$ cat config.mk
export PLATFORM = sky130hd
export DESIGN_NAME = host_port_irq_output_enable
export DESIGN_NICKNAME = d
export VERILOG_FILES = /design/src/hdl/host_port_pkg.sv /design/src/hdl/event_fifo.sv /design/src/hdl/host_port_irq_output_enable.sv
export SDC_FILE = /design/constraint.sdc
export NUM_CORES = 1
export LEC_CHECK = 0
export BUFFER_PORTS_ARGS = -buffer_cell sky130_fd_sc_hd__buf_2
export CORE_MARGIN = 3
export CORE_UTILIZATION = 40
export CTS_CLUSTER_DIAMETER = 120
export DETAILED_ROUTE_END_ITERATION = 6
export SLEW_MARGIN = 20
export SYNTH_ARGS = -nofsm -noshare
export SYNTH_HDL_FRONTEND = slang
export SYNTH_SLANG_ARGS = --single-unit
$ cat constraint.sdc
create_clock -name sys_clk_i -period 3.8 [get_ports sys_clk_i]
set_input_delay 0.19 -clock sys_clk_i [delete_from_list [all_inputs] [get_ports sys_clk_i]]
set_output_delay 0.19 -clock sys_clk_i [all_outputs]
set_load 0.02 [all_outputs]
$ cat src/hdl/host_port_pkg.sv
// constants for the host port, interrupt request and serial output gating
// ----------------------------------------------------------------------
// ----------------------------------------------------------------------
package host_port_pkg;
  localparam int DATA_W = 8;
  localparam int ADDR_W = 11;
  localparam int IRQ_W = 8;
  localparam int IRQ_DEPTH = 16;
  localparam int CHANNELS = 8;
  localparam int SLOT_BITS = 8;
  localparam int FRAME_BITS = 256;
  localparam logic [ADDR_W-1:0] MAIN_CTRL_ADDR = 11'h400;
  localparam logic [ADDR_W-1:0] IRQ_FIFO_ADDR = 11'h401;
  localparam logic [ADDR_W-1:0] SEND_BASE_ADDR = 11'h410;
  localparam logic [ADDR_W-1:0] RECV_BASE_ADDR = 11'h418;
  localparam int OUT_EN_BIT = 6;
  localparam logic [DATA_W-1:0] MAIN_CTRL_RST = 8'h00;
  localparam logic [DATA_W-1:0] EMPTY_READ = 8'h00;
  localparam logic [1:0] ACK_DELAY = 2'h2;
  localparam logic [2:0] FMT_LONG = 3'h2;
  localparam logic [IRQ_W-1:0] IRQ_TAG = 8'h80;
  localparam logic [ADDR_W-1:0] SLOT_ADDR_MASK = 11'h7F8;
  typedef enum logic [2:0] {
    ST_IDLE = 3'b001,
    ST_WAIT = 3'b010,
    ST_ACK = 3'b100
  } port_state_t;
endpackage

$ cat src/hdl/event_fifo.sv
// first-in first-out buffer with valid and ready on both sides
`timescale 1ns/1ps
`default_nettype none
module event_fifo #(
  parameter int WIDTH = 8,
  parameter int DEPTH = 16
) (
  // clock and reset
  input wire logic sys_clk_i,
  input wire logic rst_i,
  // fill side
  input wire logic in_valid_i,
  output logic in_ready_o,
  input wire logic [WIDTH-1:0] in_data_i,
  // drain side
  output logic out_valid_o,
  input wire logic out_ready_i,
  output logic [WIDTH-1:0] out_data_o
);
  localparam int AW = $clog2(DEPTH);
  typedef struct packed {
    logic [AW-1:0] wr;
    logic [AW-1:0] rd;
    logic [AW:0] cnt;
  } fifo_state_t;
  fifo_state_t s_q, s_d;
  logic [WIDTH-1:0] mem_q [DEPTH];
  logic push, pop;

  // handshakes from the count so full and empty are exact
  assign in_ready_o = (s_q.cnt != (AW+1)'(DEPTH));
  assign out_valid_o = (s_q.cnt != '0);
  assign out_data_o = mem_q[s_q.rd];
  assign push = in_valid_i && in_ready_o;
  assign pop = out_valid_o && out_ready_i;

  // pointer and count update
  always_comb
  begin
    s_d = s_q;
    if (push)
    begin
      s_d.wr = AW'(s_q.wr + 1'b1);
    end
    if (pop)
    begin
      s_d.rd = AW'(s_q.rd + 1'b1);
    end
    s_d.cnt = (AW+1)'(s_q.cnt + {{AW{1'b0}}, push} - {{AW{1'b0}}, pop});
  end

  // state register
  always_ff @(posedge sys_clk_i or posedge rst_i)
  begin
    if (rst_i)
    begin
      s_q <= '0;
    end
    else
    begin
      s_q <= s_d;
    end
  end

  // storage has no reset; only written words are ever read
  always_ff @(posedge sys_clk_i)
  begin
    if (push)
    begin
      mem_q[s_q.wr] <= in_data_i;
    end
  end
endmodule
`default_nettype wire

$ cat src/hdl/host_port_irq_output_enable.sv
// host port, interrupt request and serial stream output gating
`timescale 1ns/1ps
`default_nettype none
module host_port_irq_output_enable (
  // clock and reset
  input wire logic sys_clk_i,
  input wire logic rst_i,
  // host port
  input wire logic chip_select_n_i,
  input wire logic data_strobe_n_i,
  input wire logic read_not_write_i,
  input wire logic [host_port_pkg::ADDR_W-1:0] host_address_bus_i,
  input wire logic [host_port_pkg::DATA_W-1:0] host_data_bus_i,
  output logic [host_port_pkg::DATA_W-1:0] host_data_bus_o,
  output logic host_data_bus_oe_o,
  output logic transfer_ack_n_o,
  output logic transfer_ack_n_oe_o,
  // interrupt
  input wire logic [host_port_pkg::CHANNELS-1:0] channel_event_i,
  output logic irq_n_o,
  output logic irq_n_oe_o,
  // serial streams
  input wire logic serial_shift_clock_i,
  input wire logic frame_sync_in_i,
  input wire logic send_in_i,
  input wire logic recv_in_i,
  input wire logic output_drive_gate_i,
  output logic send_out_o,
  output logic send_out_oe_o,
  output logic recv_out_o,
  output logic recv_out_oe_o,
  output logic frame_fmt_long_o
);
  import host_port_pkg::*;

  typedef struct packed {
    port_state_t st;
    logic [1:0] dly;
    logic [DATA_W-1:0] rdata;
    logic [DATA_W-1:0] ctrl;
    logic [DATA_W-1:0] send_tx;
    logic [DATA_W-1:0] recv_tx;
    logic [DATA_W-1:0] send_sh;
    logic [DATA_W-1:0] recv_sh;
    logic [DATA_W-1:0] send_rx;
    logic [2:0] bitc;
    logic [2:0] slot;
    logic clk_prev;
    logic fs_prev;
    logic [2:0] fs_len;
    logic fmt_long;
    logic send_bit;
    logic recv_bit;
  } core_state_t;
  core_state_t s_q, s_d;

  logic access;
  logic ev_valid, ev_ready, fifo_valid, fifo_pop;
  logic [IRQ_W-1:0] ev_code, fifo_data;
  logic clk_rise, clk_fall, out_en;

  // ----------------------------------------------------------------------
  // pin decode
  // ----------------------------------------------------------------------
  // an access exists only while strobe and select are both low
  assign access = !chip_select_n_i && !data_strobe_n_i;
  assign clk_rise = serial_shift_clock_i && !s_q.clk_prev;
  assign clk_fall = !serial_shift_clock_i && s_q.clk_prev;

  // ----------------------------------------------------------------------
  // interrupt queue
  // ----------------------------------------------------------------------
  // lowest pending channel enters the interrupt queue; a full queue drops it
  always_comb
  begin
    ev_valid = 1'b0;
    ev_code = '0;
    for (int i = CHANNELS - 1; i >= 0; i--)
    begin
      if (channel_event_i[i])
      begin
        ev_valid = 1'b1;
        ev_code = IRQ_W'(i) | IRQ_TAG;
      end
    end
  end

  // one read of the fifo register pops one entry in the last wait cycle before ack
  assign fifo_pop = (s_q.st == ST_WAIT) && (s_q.dly == '0) && read_not_write_i
                    && (host_address_bus_i == IRQ_FIFO_ADDR) && access;

  event_fifo #(
    .WIDTH(IRQ_W),
    .DEPTH(IRQ_DEPTH)
  ) u_irq_fifo (
    .sys_clk_i(sys_clk_i),
    .rst_i(rst_i),
    .in_valid_i(ev_valid),
    .in_ready_o(ev_ready),
    .in_data_i(ev_code),
    .out_valid_o(fifo_valid),
    .out_ready_i(fifo_pop),
    .out_data_o(fifo_data)
  );

  // pin and control bit are anded for both outputs
  assign out_en = output_drive_gate_i && s_q.ctrl[OUT_EN_BIT];

  // ----------------------------------------------------------------------
  // port sequencer and serial engine
  // ----------------------------------------------------------------------
  // port sequencing, control register and serial engine
  always_comb
  begin
    s_d = s_q;
    s_d.clk_prev = serial_shift_clock_i;
    unique case (s_q.st)
      ST_IDLE:
      begin
        if (access)
        begin
          s_d.st = ST_WAIT;
          s_d.dly = ACK_DELAY;
        end
      end
      ST_WAIT:
      begin
        if (!access)
        begin
          s_d.st = ST_IDLE;
        end
        else if (s_q.dly != '0)
        begin
          s_d.dly = 2'(s_q.dly - 1'b1);
        end
        else
        begin
          s_d.st = ST_ACK;
          if (read_not_write_i)
          begin
            if (host_address_bus_i == MAIN_CTRL_ADDR)
            begin
              s_d.rdata = s_q.ctrl;
            end
            else if (host_address_bus_i == IRQ_FIFO_ADDR)
            begin
              s_d.rdata = fifo_valid ? fifo_data : EMPTY_READ;
            end
            else
            begin
              s_d.rdata = EMPTY_READ;
            end
          end
          else if (host_address_bus_i == MAIN_CTRL_ADDR)
          begin
            s_d.ctrl = host_data_bus_i;
          end
          else if ((host_address_bus_i & SLOT_ADDR_MASK) == SEND_BASE_ADDR)
          begin
            s_d.send_tx = host_data_bus_i;
          end
          else if ((host_address_bus_i & SLOT_ADDR_MASK) == RECV_BASE_ADDR)
          begin
            s_d.recv_tx = host_data_bus_i;
          end
        end
      end
      ST_ACK:
      begin
        if (!access)
        begin
          s_d.st = ST_IDLE;
        end
      end
    endcase
    // frame pulse width in shift clocks tells the two formats apart
    if (clk_rise)
    begin
      s_d.fs_prev = frame_sync_in_i;
      if (frame_sync_in_i)
      begin
        s_d.fs_len = (s_q.fs_len == '1) ? s_q.fs_len : 3'(s_q.fs_len + 1'b1);
      end
      else if (s_q.fs_prev)
      begin
        s_d.fmt_long = (s_q.fs_len >= FMT_LONG);
        s_d.fs_len = '0;
        s_d.bitc = '0;
        s_d.slot = '0;
        s_d.send_sh = s_q.send_tx;
        s_d.recv_sh = s_q.recv_tx;
      end
      else
      begin
        // one shift clock per bit: send input shifts in on each rising edge outside the frame pulse except the first one after it
        s_d.send_rx = {s_q.send_rx[DATA_W-2:0], send_in_i};
      end
    end
    if (clk_fall && !frame_sync_in_i)
    begin
      s_d.send_bit = s_q.send_sh[DATA_W-1];
      s_d.recv_bit = s_q.recv_sh[DATA_W-1];
      s_d.send_sh = {s_q.send_sh[DATA_W-2:0], recv_in_i};
      s_d.recv_sh = {s_q.recv_sh[DATA_W-2:0], send_in_i};
      s_d.bitc = 3'(s_q.bitc + 1'b1);
      if (s_q.bitc == 3'(SLOT_BITS - 1))
      begin
        s_d.slot = 3'(s_q.slot + 1'b1);
        s_d.send_sh = s_q.send_tx;
        s_d.recv_sh = s_q.recv_tx;
      end
    end
  end

  // ----------------------------------------------------------------------
  // state register and pins
  // ----------------------------------------------------------------------
  // state register
  always_ff @(posedge sys_clk_i or posedge rst_i)
  begin
    if (rst_i)
    begin
      s_q <= '{st: ST_IDLE, ctrl: MAIN_CTRL_RST, default: '0};
    end
    else
    begin
      s_q <= s_d;
    end
  end

  // pins: open drain outputs only ever drive low
  assign transfer_ack_n_o = 1'b0;
  assign transfer_ack_n_oe_o = (s_q.st == ST_ACK) && access;
  assign host_data_bus_o = s_q.rdata;
  assign host_data_bus_oe_o = (s_q.st == ST_ACK) && access && read_not_write_i;
  assign irq_n_o = 1'b0;
  assign irq_n_oe_o = fifo_valid;
  assign send_out_o = s_q.send_bit;
  assign send_out_oe_o = out_en;
  assign recv_out_o = s_q.recv_bit;
  assign recv_out_oe_o = out_en;
  assign frame_fmt_long_o = s_q.fmt_long;

  // ----------------------------------------------------------------------
  // assertions
  // ----------------------------------------------------------------------
  ack_needs_access_a: assert property (@(posedge sys_clk_i) disable iff (rst_i)
    transfer_ack_n_oe_o |-> access)
    else $error("ack driven without access");
  bus_drive_read_a: assert property (@(posedge sys_clk_i) disable iff (rst_i)
    host_data_bus_oe_o |-> read_not_write_i && transfer_ack_n_oe_o)
    else $error("bus driven outside read ack");
  ack_after_delay_a: assert property (@(posedge sys_clk_i) disable iff (rst_i)
    (s_q.st == ST_IDLE && access) ##1 access [*4] |-> transfer_ack_n_oe_o)
    else $error("ack late");
  no_early_ack_a: assert property (@(posedge sys_clk_i) disable iff (rst_i)
    $rose(access) |-> !transfer_ack_n_oe_o)
    else $error("ack too early");
  irq_hold_a: assert property (@(posedge sys_clk_i) disable iff (rst_i)
    (irq_n_oe_o && !fifo_pop) |=> irq_n_oe_o)
    else $error("irq released with entries pending");
  irq_on_event_a: assert property (@(posedge sys_clk_i) disable iff (rst_i)
    (ev_valid && ev_ready) |=> irq_n_oe_o)
    else $error("event did not raise irq");
  serial_gate_a: assert property (@(posedge sys_clk_i) disable iff (rst_i)
    send_out_oe_o == (output_drive_gate_i && s_q.ctrl[OUT_EN_BIT]))
    else $error("send gate wrong");
  serial_float_a: assert property (@(posedge sys_clk_i) disable iff (rst_i)
    !output_drive_gate_i |-> !recv_out_oe_o && !send_out_oe_o)
    else $error("output driven while gated off");
  ctrl_write_a: assert property (@(posedge sys_clk_i) disable iff (rst_i)
    (s_q.st == ST_WAIT && s_q.dly == '0 && access && !read_not_write_i
     && host_address_bus_i == MAIN_CTRL_ADDR) |=> s_q.ctrl == $past(host_data_bus_i))
    else $error("control write lost");
  // host port handshake
  select_off_a: assert property (@(posedge sys_clk_i) disable iff (rst_i)
    chip_select_n_i |-> !transfer_ack_n_oe_o && !host_data_bus_oe_o)
    else $error("port active without select");
  strobe_off_a: assert property (@(posedge sys_clk_i) disable iff (rst_i)
    data_strobe_n_i |-> !transfer_ack_n_oe_o && !host_data_bus_oe_o)
    else $error("port active without strobe");
  idle_after_drop_a: assert property (@(posedge sys_clk_i) disable iff (rst_i)
    (s_q.st != ST_IDLE && !access) |=> s_q.st == ST_IDLE)
    else $error("sequencer kept a dropped access");
  wait_no_ack_a: assert property (@(posedge sys_clk_i) disable iff (rst_i)
    (s_q.st != ST_ACK) |-> !transfer_ack_n_oe_o)
    else $error("ack outside ack state");
  rdata_hold_a: assert property (@(posedge sys_clk_i) disable iff (rst_i)
    (host_data_bus_oe_o && $past(host_data_bus_oe_o)) |-> $stable(host_data_bus_o))
    else $error("read data moved while driven");
  ctrl_hold_a: assert property (@(posedge sys_clk_i) disable iff (rst_i)
    !(s_q.st == ST_WAIT && s_q.dly == '0 && access && !read_not_write_i
      && host_address_bus_i == MAIN_CTRL_ADDR) |=> $stable(s_q.ctrl))
    else $error("control changed without a write");
  // interrupt and serial streams
  irq_release_a: assert property (@(posedge sys_clk_i) disable iff (rst_i)
    $fell(irq_n_oe_o) |-> $past(fifo_pop))
    else $error("irq released without a queue read");
  fmt_stable_a: assert property (@(posedge sys_clk_i) disable iff (rst_i)
    !(clk_rise && !frame_sync_in_i && s_q.fs_prev) |=> $stable(frame_fmt_long_o))
    else $error("format changed outside frame end");
  serial_hold_a: assert property (@(posedge sys_clk_i) disable iff (rst_i)
    !(clk_fall && !frame_sync_in_i) |=> ($stable(send_out_o) && $stable(recv_out_o)))
    else $error("serial bit moved off a falling shift edge");
endmodule
`default_nettype wire

==> results of run 1 <==
-- flip-flops by register name, summed over array words and instances (netlist names) --
register and cells:
frame_fmt_long_o 1, host_data_bus_o 8, recv_out_o 1, s_q 53, send_out_o 1, u_irq_fifo.mem_q 64, u_irq_fifo.s_q 13
-- cell type report --
| class | count | share of cell area, % |
|---|---|---|
| clock inverters | 14 | 1.98 |
| inverters | 22 | 1.15 |
| clock buffers | 18 | 5.90 |
| flip-flops and latches | 141 | 52.9 |
| well taps | 211 | 3.63 |
| repair buffers | 59 | 4.40 |
| multi-input cells | 254 | 30.0 |
-- routing by layer --
| metal | track usage (%) | up-vias |
|---|---|---|
| met5 | 0 | - |
| met4 | 4.84 | 0 |
| met3 | 4.25 | 18 |
| met2 | 23.2 | 58 |
| met1 | 18.4 | 1845 |
| li1 | - | 1743 |
-- where the power goes --
part           leakage [nW]  switching (mW)  total, mW  internal [mW]
Clock                 0.260           0.630       1.59          0.964
Sequential             1.56           0.167       2.04           1.88
Combinational          1.18           0.466      0.815          0.349
-- worst max-delay path by stage --
| stage | startpoint | end | depth (start not counted) | slack, ns |
|---|---|---|---|---|
| floorplan | s_q[74] | u_irq_fifo.s_q[4] | 14 | 0.92 |
| global placement | s_q[74] | u_irq_fifo.s_q[4] | 12 | 0.73 |
| detailed placement | s_q[74] | u_irq_fifo.s_q[4] | 12 | 0.63 |
| CTS | s_q[74] | u_irq_fifo.s_q[4] | 12 | 0.60 |
| global route | s_q[74] | u_irq_fifo.s_q[4] | 12 | 0.45 |
| finish | s_q[74] | u_irq_fifo.s_q[4] | 12 | 0.66 |
-- synthesized netlist by cell type (4+ instances only) --
| master | count |
|---|---|
| sky130_fd_sc_hd__or3_1 | 5 |
| sky130_fd_sc_hd__ha_1 | 17 |
| sky130_fd_sc_hd__a31oi_1 | 4 |
| sky130_fd_sc_hd__inv_1 | 22 |
| sky130_fd_sc_hd__nor2b_1 | 18 |
| sky130_fd_sc_hd__a221o_1 | 16 |
| sky130_fd_sc_hd__nor3_1 | 10 |
| sky130_fd_sc_hd__buf_4 | 11 |
| sky130_fd_sc_hd__dfrtp_1 | 76 |
| sky130_fd_sc_hd__mux2_1 | 25 |
| sky130_fd_sc_hd__nand2_1 | 15 |
| sky130_fd_sc_hd__mux2_2 | 7 |
| sky130_fd_sc_hd__nand2b_1 | 6 |
| sky130_fd_sc_hd__clkbuf_1 | 9 |
| sky130_fd_sc_hd__xor2_1 | 4 |
| sky130_fd_sc_hd__nand3_1 | 6 |
| sky130_fd_sc_hd__a21oi_1 | 13 |
| sky130_fd_sc_hd__mux4_2 | 16 |
| sky130_fd_sc_hd__a22o_1 | 7 |
| sky130_fd_sc_hd__o21ai_0 | 9 |
| sky130_fd_sc_hd__xnor2_1 | 7 |
| sky130_fd_sc_hd__mux2i_1 | 6 |
| sky130_fd_sc_hd__nor2_1 | 26 |
| sky130_fd_sc_hd__edfxtp_1 | 64 |
-- layout by cell type (no fill, tap or decap), types with 6 or more instances in the layout --
cell type | netlist | routed
sky130_fd_sc_hd__xnor2_1 | 7 | 7
sky130_fd_sc_hd__mux2i_1 | 6 | 6
sky130_fd_sc_hd__clkinvlp_4 | 0 | 6
sky130_fd_sc_hd__nor2_1 | 26 | 26
sky130_fd_sc_hd__mux4_2 | 16 | 16
sky130_fd_sc_hd__o21ai_0 | 9 | 9
sky130_fd_sc_hd__mux2_2 | 7 | 7
sky130_fd_sc_hd__clkbuf_16 | 0 | 17
sky130_fd_sc_hd__a221o_1 | 16 | 16
sky130_fd_sc_hd__nand2b_1 | 6 | 6
sky130_fd_sc_hd__inv_1 | 22 | 21
sky130_fd_sc_hd__edfxtp_1 | 64 | 64
sky130_fd_sc_hd__nor3_1 | 10 | 10
sky130_fd_sc_hd__dfrtp_1 | 76 | 75
sky130_fd_sc_hd__nand2_1 | 15 | 15
sky130_fd_sc_hd__nor2b_1 | 18 | 17
sky130_fd_sc_hd__a21oi_1 | 13 | 11
sky130_fd_sc_hd__ha_1 | 17 | 17
sky130_fd_sc_hd__a22o_1 | 7 | 7
sky130_fd_sc_hd__nand3_1 | 6 | 6
sky130_fd_sc_hd__buf_2 | 3 | 52
sky130_fd_sc_hd__mux2_1 | 25 | 25
-- cell families after synthesis --
kind of cell,count (synthesis)
DFF,141
and+or+nand+nor,113
muxes,54
buffers and inverters,50
adders and majority gates,18
AOI/OAI and AO/OA,56
other,1
xor gates and xnor gates,11
-- metrics by stage --
stage / utilization [%] / instance area [um2] / setup WS, ns
2_1_floorplan: - / 6270 / 0.923
3_3_place_gp: 43.7 / 6670 / 0.733
3_5_place_dp: 43.7 / 6670 / 0.627
4_1_cts: 47.6 / 7270 / 0.599
5_1_grt: 47.7 / 7280 / 0.446
6_report: 47.7 / 7280 / 0.655
-- what timing repair did --
item / 4_1_cts / 5_1_grt
endpoints found under the hold margin: 42 / 0
setup endpoints to repair: 0 / 0
buffers inserted: 0 / 0
hold buffers: 3 / 0
==> summary by stage, run 1 <==
Status
The flow ran to the end, and the final reports show no timing, DRC or antenna violations.

Worst setup path
The largest individual stage delay along the critical path comes from the cell sky130_fd_sc_hd__or4_4. Walking the worst path, the cells encountered are or4_4 -> or3_1 -> nor2_1 -> ha_1 -> inv_1 -> ha_1 -> inv_1 -> fa_1 -> inv_1 -> a21oi_1 -> o21bai_1 -> xnor2_1. The most repeated library cell on the critical path is sky130_fd_sc_hd__inv_1. The data arrival time of the critical path is 3.48 ns. Together, buffers and inverters on the worst path number 3. The destination of the worst register-to-register timing path is u_irq_fifo.s_q[4].

Measured in cells, the most critical reg-to-reg path has a length of 12. The worst setup path is of the reg -> reg kind. The data required time of the critical path is 4.14 ns. In this run the worst path has a maximum fanout of 10. The cell family contributing the most delay on the critical path is simple AND/OR/NAND/NOR gates. The sort of element at the end of the critical path is a register. In this run the register-to-register setup slack is 0.66 ns. The startpoint identified for the worst register-to-register timing path is s_q[74].

The largest single stage delay on the critical path is 0.58 ns. The worst setup path is launched from a register.

Clocking
The clock sink count is 141. The clock-pin slew reported for the worst setup and hold paths after clock tree synthesis is around 0.06 ns. TritonCTS built the clock tree. Clock latency on the worst-skew pair, taken at its later pin, is approximately 0.42 ns.

The maximum level of the CTS H-tree is 4. The post-cts resize count is 0. The cell at the root of the clock tree is sky130_fd_sc_hd__clkbuf_16. TritonCTS created 17 clock buffers. The clock tree buffer depth is 2.

Worst hold path
The launch instance of the worst min-delay path is host_data_bus_i[4]. For hold timing, the worst endpoint is s_q[42]. Along the worst hold path, the cell count comes to 2. The class of the most critical hold timing path is in -> reg.

Pwr
Power spread over the standard cell area amounts to 612 nW/um2. The largest voltage drop on the vdd net is 0.360 mV. The static power due to leakage is about 3 nW. The final total power is 4.45 mW.

STA
Setup repair after global routing left no endpoint under its margin. The share of the clock period used by the worst path is 82.8%. The number of hold violations in the final report is 0. The post-route worst hold slack is 0.0219 ns. Headroom to the max-slew limit came out at 42.5%. Timing would allow up to 0.318 GHz. Summed over all failing endpoints, the final setup total negative slack is 0 ns. At the pin with the least slew margin, the transition time is roughly 0.86 ns.

The final clock skew is 0.00965 ns. The total count of max-transition violations in the final report is 0. The clock period minus final worst setup slack is 3.14 ns.

Setup violations remaining at the end of the flow were counted as 0.

Detailed routing
The detailed router used layers up to and including met4. In this run the remaining antenna-violating nets after routing total 0. The overall via count from detail_route is between 3000 and 4000. After detailed routing, the wire length on met1 is roughly 5300 um. Dividing the detail-routed via count by the number of cells gives 5.10. After detailed routing, the total wire length is 11600 um. The number of detailed-routing iterations run before antenna repair is 4. The met2 layer wire length in the routed design is 5790 um. After detailed routing, the average wire length per cell comes to 16.2 um. The number of design rule violations left after detail routing is 0. Wire segments on met3 add up to approximately 390 um in the final route. The number of design-rule violations left by the first detailed-router iteration is 254.

Placed design
Input and output buffers added on the ports amount to 52. The post-DP HPWL is 8210 um. At the end of routability-driven placement, the weighted congestion stood at 0.727. The placed cell count is 684.

Floorplanning
Once the floorplan was initialized, standard cells occupied 41.1% of the core. Row generation in the floorplan step produced 45 rows. The die is between 100 and 150 um tall.

The I/O pin total is 55. The die width is 131 um. The core area is 15300 um2.

The die area is 17200 um2.

Cells and area
After filler insertion, the fill cell instance count of the layout stands at 1319. The post-layout instance count excluding filler cells is 719. The multi-input combinational cells in the finished layout cover a total of about 2200 um2. The net count of the finished layout is 550. Across the whole layout, storage elements account for 3850 um2. 0 antenna diodes ended up in the layout. Relative to the synthesized area, the layout overhead comes to 16.1%. Of the cells placed in the final design, the portion with a size suffix greater than 1 is 23.6%.

Logic synthesis
Summing the areas of all xor and xnor instances in the mapped netlist gives 1.54% of the synthesized area. The post-synthesis cell type count is 51. After synthesis the cells add up to 6270 um2. Summing the areas of all compound-gate instances in the mapped netlist gives 6.61% of the synthesized area.

The mean instance size in the synthesized netlist is 14.1 um2. The proportion of synthesized chip area in sequential cells is 61.4%. The fraction of synthesized area in multiplexers is 12.5%.

After synthesis, the largest family of logic cells by area is multiplexers. The most common flop cell mapped by yosys is sky130_fd_sc_hd__dfrtp_1. Ranked by total cell area, the synthesized netlist is headed by sky130_fd_sc_hd__edfxtp_1 (31%), sky130_fd_sc_hd__dfrtp_1 (30%), sky130_fd_sc_hd__mux4_2 (5.7%). Of all flip-flops after synthesis, the portion carrying an async set or reset was a little over half. The share of Yosys cell area claimed by the top area cell type is 30.7%. The number of synthesized flops with an enable pin is 64.

The gate count of the mapped netlist is 444. The post-synthesis share of cell area spent on and, or, nand and nor gates is roughly 10%. The synthesized design contains 141 register bits.

Summing the areas of all fa, ha and maj instances in the mapped netlist gives 3.71% of the synthesized area. Yosys printed 0 warnings. The largest total area in the synthesized netlist belongs to sky130_fd_sc_hd__edfxtp_1.

Run
The count of max-cap constraint violations is 0.

Global routing
The pin count of the biggest net entering global routing is 43. For this run the aggregate overflow at the end of global routing stands at 0. The first global-routing pass estimated between 15000 and 20000 um of wire. Global routing used between 10 and 15% of the available tracks across all layers. The number of antenna violations at the first check in global routing is 0. The via count of the first global-routing pass is 3816.
Note: power is estimated with default switching activity, not from simulation.
==> run 2: changes to the inputs <==
--- a/config.mk
+++ b/config.mk
@@ -5,6 +5,7 @@
 export SDC_FILE = /design/constraint.sdc
 export NUM_CORES = 1
 export LEC_CHECK = 0
+export ABC_AREA = 1
 export BUFFER_PORTS_ARGS = -buffer_cell sky130_fd_sc_hd__buf_2
 export CORE_MARGIN = 3
 export CORE_UTILIZATION = 40
==> constraint.sdc (replaced) <==
create_clock -name sys_clk_i -period 2.6 [get_ports sys_clk_i]
set_input_delay 0.13 -clock sys_clk_i [delete_from_list [all_inputs] [get_ports sys_clk_i]]
set_output_delay 0.13 -clock sys_clk_i [all_outputs]
set_load 0.02 [all_outputs]
==> run 2 against run 1 <==
Wire length up 26%. Sequential power up 46%. Highest routed layer unchanged. Cell area up 8.1%. Combinational power up 82%. First-iteration DRC count up 7.5%. Die area up 6.2%. Maximum frequency up 26%. Core utilization up 1.1 points. Critical path type unchanged.
==> summary by stage, run 2 <==
Status
Result of the run: finished, final reports clean (unchanged).

Worst setup path
The data arrival time of the critical path is 2.79 ns (was 3.48 ns). The register-to-register setup slack is 0.11 ns (was 0.66 ns). The sort of element at the end of the critical path was a register (unchanged).

The critical-path cell with the highest stage delay is sky130_fd_sc_hd__dfrtp_1 (was sky130_fd_sc_hd__or4_4). The launching element type of the critical path is a register (unchanged). The data required time of the critical path came to 2.90 ns (was 4.14 ns).

The type of the setup path with the least slack is reg -> reg (unchanged). The largest fanout on the critical path is 3 (was 10). CP cell instances: inv_2 -> ha_4 -> nand4_1 -> and3_1 -> nand2_2 -> inv_2 -> ha_1 -> inv_1 -> ha_2 -> inv_1 -> fa_2 -> o21ai_2 -> a21oi_2 -> xor2_1 (was or4_4 -> or3_1 -> nor2_1 -> ha_1 -> inv_1 -> ha_1 -> inv_1 -> fa_1 -> inv_1 -> a21oi_1 -> o21bai_1 -> xnor2_1). The longest individual stage delay on the worst path was 0.40 ns (was 0.58 ns).

Logic synthesis
Most instantiated cells after synthesis: sky130_fd_sc_hd__nand2_1 (184), sky130_fd_sc_hd__inv_1 (96), sky130_fd_sc_hd__dfrtp_1 (76), sky130_fd_sc_hd__nand3_1 (76), sky130_fd_sc_hd__edfxtp_1 (64) (was sky130_fd_sc_hd__dfrtp_1 (76), sky130_fd_sc_hd__edfxtp_1 (64), sky130_fd_sc_hd__nor2_1 (26)). The async set or reset register ratio after synthesis is 54.6% (unchanged). The register bit total from synthesis is 141 (unchanged). Most area-consuming cells after synthesis: sky130_fd_sc_hd__edfxtp_1 (29%), sky130_fd_sc_hd__dfrtp_1 (28%), sky130_fd_sc_hd__nand2_1 (10%) (was sky130_fd_sc_hd__edfxtp_1 (31%), sky130_fd_sc_hd__dfrtp_1 (30%), sky130_fd_sc_hd__mux4_2 (5.7%)). The most frequent cell after synthesis was sky130_fd_sc_hd__nand2_1 (was sky130_fd_sc_hd__dfrtp_1). The mean instance size in the synthesized netlist was 9.39 um2 (was 14.1 um2). The share of Yosys cell area claimed by the top area cell type is 28.8% (was 30.7%). The gate count of the mapped netlist is 711 (was 444).

The proportion of synthesized chip area in sequential cells is 57.7% (was 61.4%). The most common flop cell mapped by yosys is sky130_fd_sc_hd__dfrtp_1 (unchanged). The total standard cell area after synthesis was 6680 um2 (was 6270 um2). The post-synthesis cell type with the largest combined area is sky130_fd_sc_hd__edfxtp_1 (unchanged). The number of warnings reported in the yosys synthesis log came to 0 (unchanged). The post-synthesis cell type count is 40 (was 51).

The number of synthesized flops with an enable pin is 64 (unchanged).

Detailed routing
The number of design-rule violations left by the first detailed-router iteration was 273 (was 254). The uppermost layer routed is met4 (unchanged). The final antenna-violating net count is 0 (unchanged). The mean number of vias per cell is 4.86 (was 5.10).

The met3 wirelength from detailed routing is 670 um (was 388 um). The routed length per instance is 14.5 um (was 16.2 um). The number of design rule violations left after detail routing is 0 (unchanged). The total wire length is 14700 um (was 11600 um).

The number of detailed-routing iterations run before antenna repair was 5 (was 4). The met1 wire length is 6740 um (was 5280 um). The overall via count from detail_route was 4923 (was 3664). The met2 layer wire length in the routed design is 7030 um (was 5790 um).

Clocking
The CTS tree is done (unchanged). The number of CTS-inserted buffers is 17 (unchanged). The clock latency on the worst-skew pair is 0.43 ns (was 0.42 ns). The clock sink count is 141 (unchanged). The clock-pin slew reported for the worst setup and hold paths after clock tree synthesis is 0.06 ns (about the same). The maximum level of the CTS H-tree is 4 (unchanged). The clock tree buffer depth came to 2 (unchanged).

The cell at the root of the clock tree was sky130_fd_sc_hd__clkbuf_16 (unchanged).

Pwr
The power per cell area was 858 nW/um2 (was 612 nW/um2). The final total power came to 6.75 mW (was 4.45 mW). The largest voltage drop on the vdd net is 0.604 mV (was 0.360 mV). The cell internal power dissipation is 4.63 mW (was 3.19 mW). The switching portion of total power is 31.4% (was 28.4%). The clock share of power is 34.1% (was 35.8%). The sequential cell fraction of total power is 44.0% (was 45.9%). The switching power came to 2.12 mW (was 1.26 mW).

The combinational power share is 21.9% (was 18.3%). The static power due to leakage is 3.65 nW (was 3.01 nW).

Placed design
The placed cell count is 965 (was 684). The count of buffers inserted at the top-level ports came to 52 (unchanged). The post-DP HPWL is 10200 um (was 8210 um). The final estimated routing congestion in global placement is 0.817 (was 0.727).

Cells and area
The number of nets in the finished design was 838 (was 550). Most used cells in the layout excluding fill and tap cells: sky130_fd_sc_hd__nand2_1 (183), sky130_fd_sc_hd__inv_1 (92), sky130_fd_sc_hd__nand3_1 (76), sky130_fd_sc_hd__dfrtp_1 (76), sky130_fd_sc_hd__edfxtp_1 (64) (was sky130_fd_sc_hd__dfrtp_1 (75), sky130_fd_sc_hd__edfxtp_1 (64), sky130_fd_sc_hd__buf_2 (52)). The sequential cell area is 3850 um2 (about the same). The share of post-route cells with drive strength above 1 was 17.3% (was 23.6%). The post-route core utilization came to 48.8% (was 47.7%). The most common cell after layout, fill and taps aside is sky130_fd_sc_hd__nand2_1 (was sky130_fd_sc_hd__dfrtp_1). Largest registers: u_irq_fifo.mem_q: 64 flops, s_q: 53 flops, u_irq_fifo.s_q: 13 flops (unchanged).

The number of fillers in the final layout is 1486 (was 1319). The flip-flop count of the largest register after layout is 64 (unchanged). The area added between synthesis and finish is 17.8% (was 16.1%). The post-layout instance count excluding filler cells came to 1012 (was 719).

The final antenna diode count is 0 (unchanged). The area taken by multi-input logic gates is 2290 um2 (was 2180 um2). The register with the most flip-flops is u_irq_fifo.mem_q (unchanged).

Global routing
The first-pass GRT wire length is 24000 um (was 19600 um). The number of antenna violations at the first check in global routing was 0 (unchanged). The total routing usage reported by global routing is 16.8% (was 14.3%).

The pin count of the biggest net entering global routing is 35 (was 43). The via count of the first global-routing pass is 4764 (was 3816). The aggregate global routing overflow was 0 (unchanged).

STA
The clock period minus final worst setup slack is 2.49 ns (was 3.14 ns). The number of setup violations in the final report is 0 (unchanged). The headroom to the max-slew limit is 53.3% (was 42.5%). The maximum operating frequency is 0.402 GHz (was 0.318 GHz).

The final clock skew is 0.0108 ns (was 0.00965 ns). The number of hold violations in the final report is 0 (unchanged). The share of the clock period used by the worst path is 95.8% (was 82.8%).

The total count of max-transition violations in the final report is 0 (unchanged). The worst-margin pin slew was 0.700 ns (was 0.863 ns).

Floorplanning
The initial core utilization came to 41.4% (was 41.1%). The die area is 18300 um2 (was 17200 um2). The die width is 135 um (was 131 um). The core area is 16100 um2 (was 15300 um2). The I/O pin total is 55 (unchanged). The vertical die dimension is 135 um (was 131 um). The number of rows created at floorplan is 46 (was 45).

Worst hold path
The class of the most critical hold timing path is in -> reg (unchanged).

Run
The count of max-cap constraint violations came to 0 (unchanged).
run 2: changes by cell type in the layout (fill, tap and decap cells not counted), sizes merged, moves of 12 or more:
cell   before  now
inv        24  105
mux4       16    0
mux2       32    0
nor2       26   58
nor2b      18    0
a221o      16    0
nand3       7   78
buf        56   68
nand2      15  190
o21ai       9   50
run 2: cell type report:
type | instances | share of cell area (%)
Clock buffer | 17 | 5.41
Timing Repair Buffer | 80 | 6.52
Clock inverter | 15 | 1.72
Multi-Input combinational cell | 442 | 29.2
Inverter | 101 | 4.82
Sequential cell | 141 | 48.9
Tap cell | 216 | 3.44
run 2: per-layer routing:
layer	GRT usage, %	vias up
met5	0	-
met4	5.60	0
met3	3.97	19
met2	26.6	119
met1	22.9	2354
li1	-	2431
run 2: power by group through the flow:
stage | sequential (mW) | combinational (mW) | clock [mW]
floorplan | 2.97 | 1.00 | 0
global placement | 2.99 | 1.29 | 0
detailed placement | 3.01 | 1.37 | 0
CTS | 2.97 | 1.40 | 2.35
global route | 3.02 | 1.69 | 2.47
finish | 2.97 | 1.48 | 2.30
run 2: worst max-delay path: cells and delay by family (launching register included):
family                   cells  cell delay (ns)
adder cells (fa/ha/maj)      4             0.96
flip-flops                   1             0.40
AND/OR/NAND/NOR              3             0.40
buffers and inverters        4             0.27
AO/OA/AOI/OAI                2             0.21
XOR/XNOR                     1             0.14
run 2: final timing paths:
path	startpoint	cells after the start	endpoint
worst max register to register	u_irq_fifo.s_q[2]	14	u_irq_fifo.s_q[4]
worst min register to register	s_q[37]	2	send_out_o
min in group asynchronous	rst_i	3	s_q[28]
worst min-delay path	chip_select_n_i	3	s_q[72]
worst max-delay path	u_irq_fifo.s_q[2]	14	u_irq_fifo.s_q[4]
max in group asynchronous	rst_i	4	s_q[50]
run 2: per-stage QoR:
step           instance area [um2]  hold WS [ns]  setup slack [ns]  TNS, ns
5_1_grt                       7870        0.0463           -0.0331  -0.0331
3_3_place_gp                  7140         0.186             0.156        0
3_5_place_dp                  7140         0.193            0.0136        0
2_1_floorplan                 6680         0.161           0.00661        0
4_1_cts                       7820        0.0231            0.0600        0
6_report                      7870        0.0378             0.110        0
run 2: logic make-up (layout without fill, tap and decap cells):
group / Yosys count / after routing / synth area share (%)
adders and majority gates: 18 / 18 / 3.49
DFF: 141 / 141 / 57.7
and+or+nand+nor: 343 / 343 / 22.9
AOI/OAI and AO/OA: 71 / 71 / 6.43
buffers and inverters: 129 / 213 / 8.43
other: 1 / 2 / 0.0562
xor gates and xnor gates: 8 / 8 / 1.05
run 2: repair_timing:
item,CTS,global route
pin swaps,0,4
buffers inserted,0,3
hold buffers,12,0
setup endpoints to repair,1,1
gates resized for setup,1,9
endpoints found under the hold margin,33,0
cloned,0,0
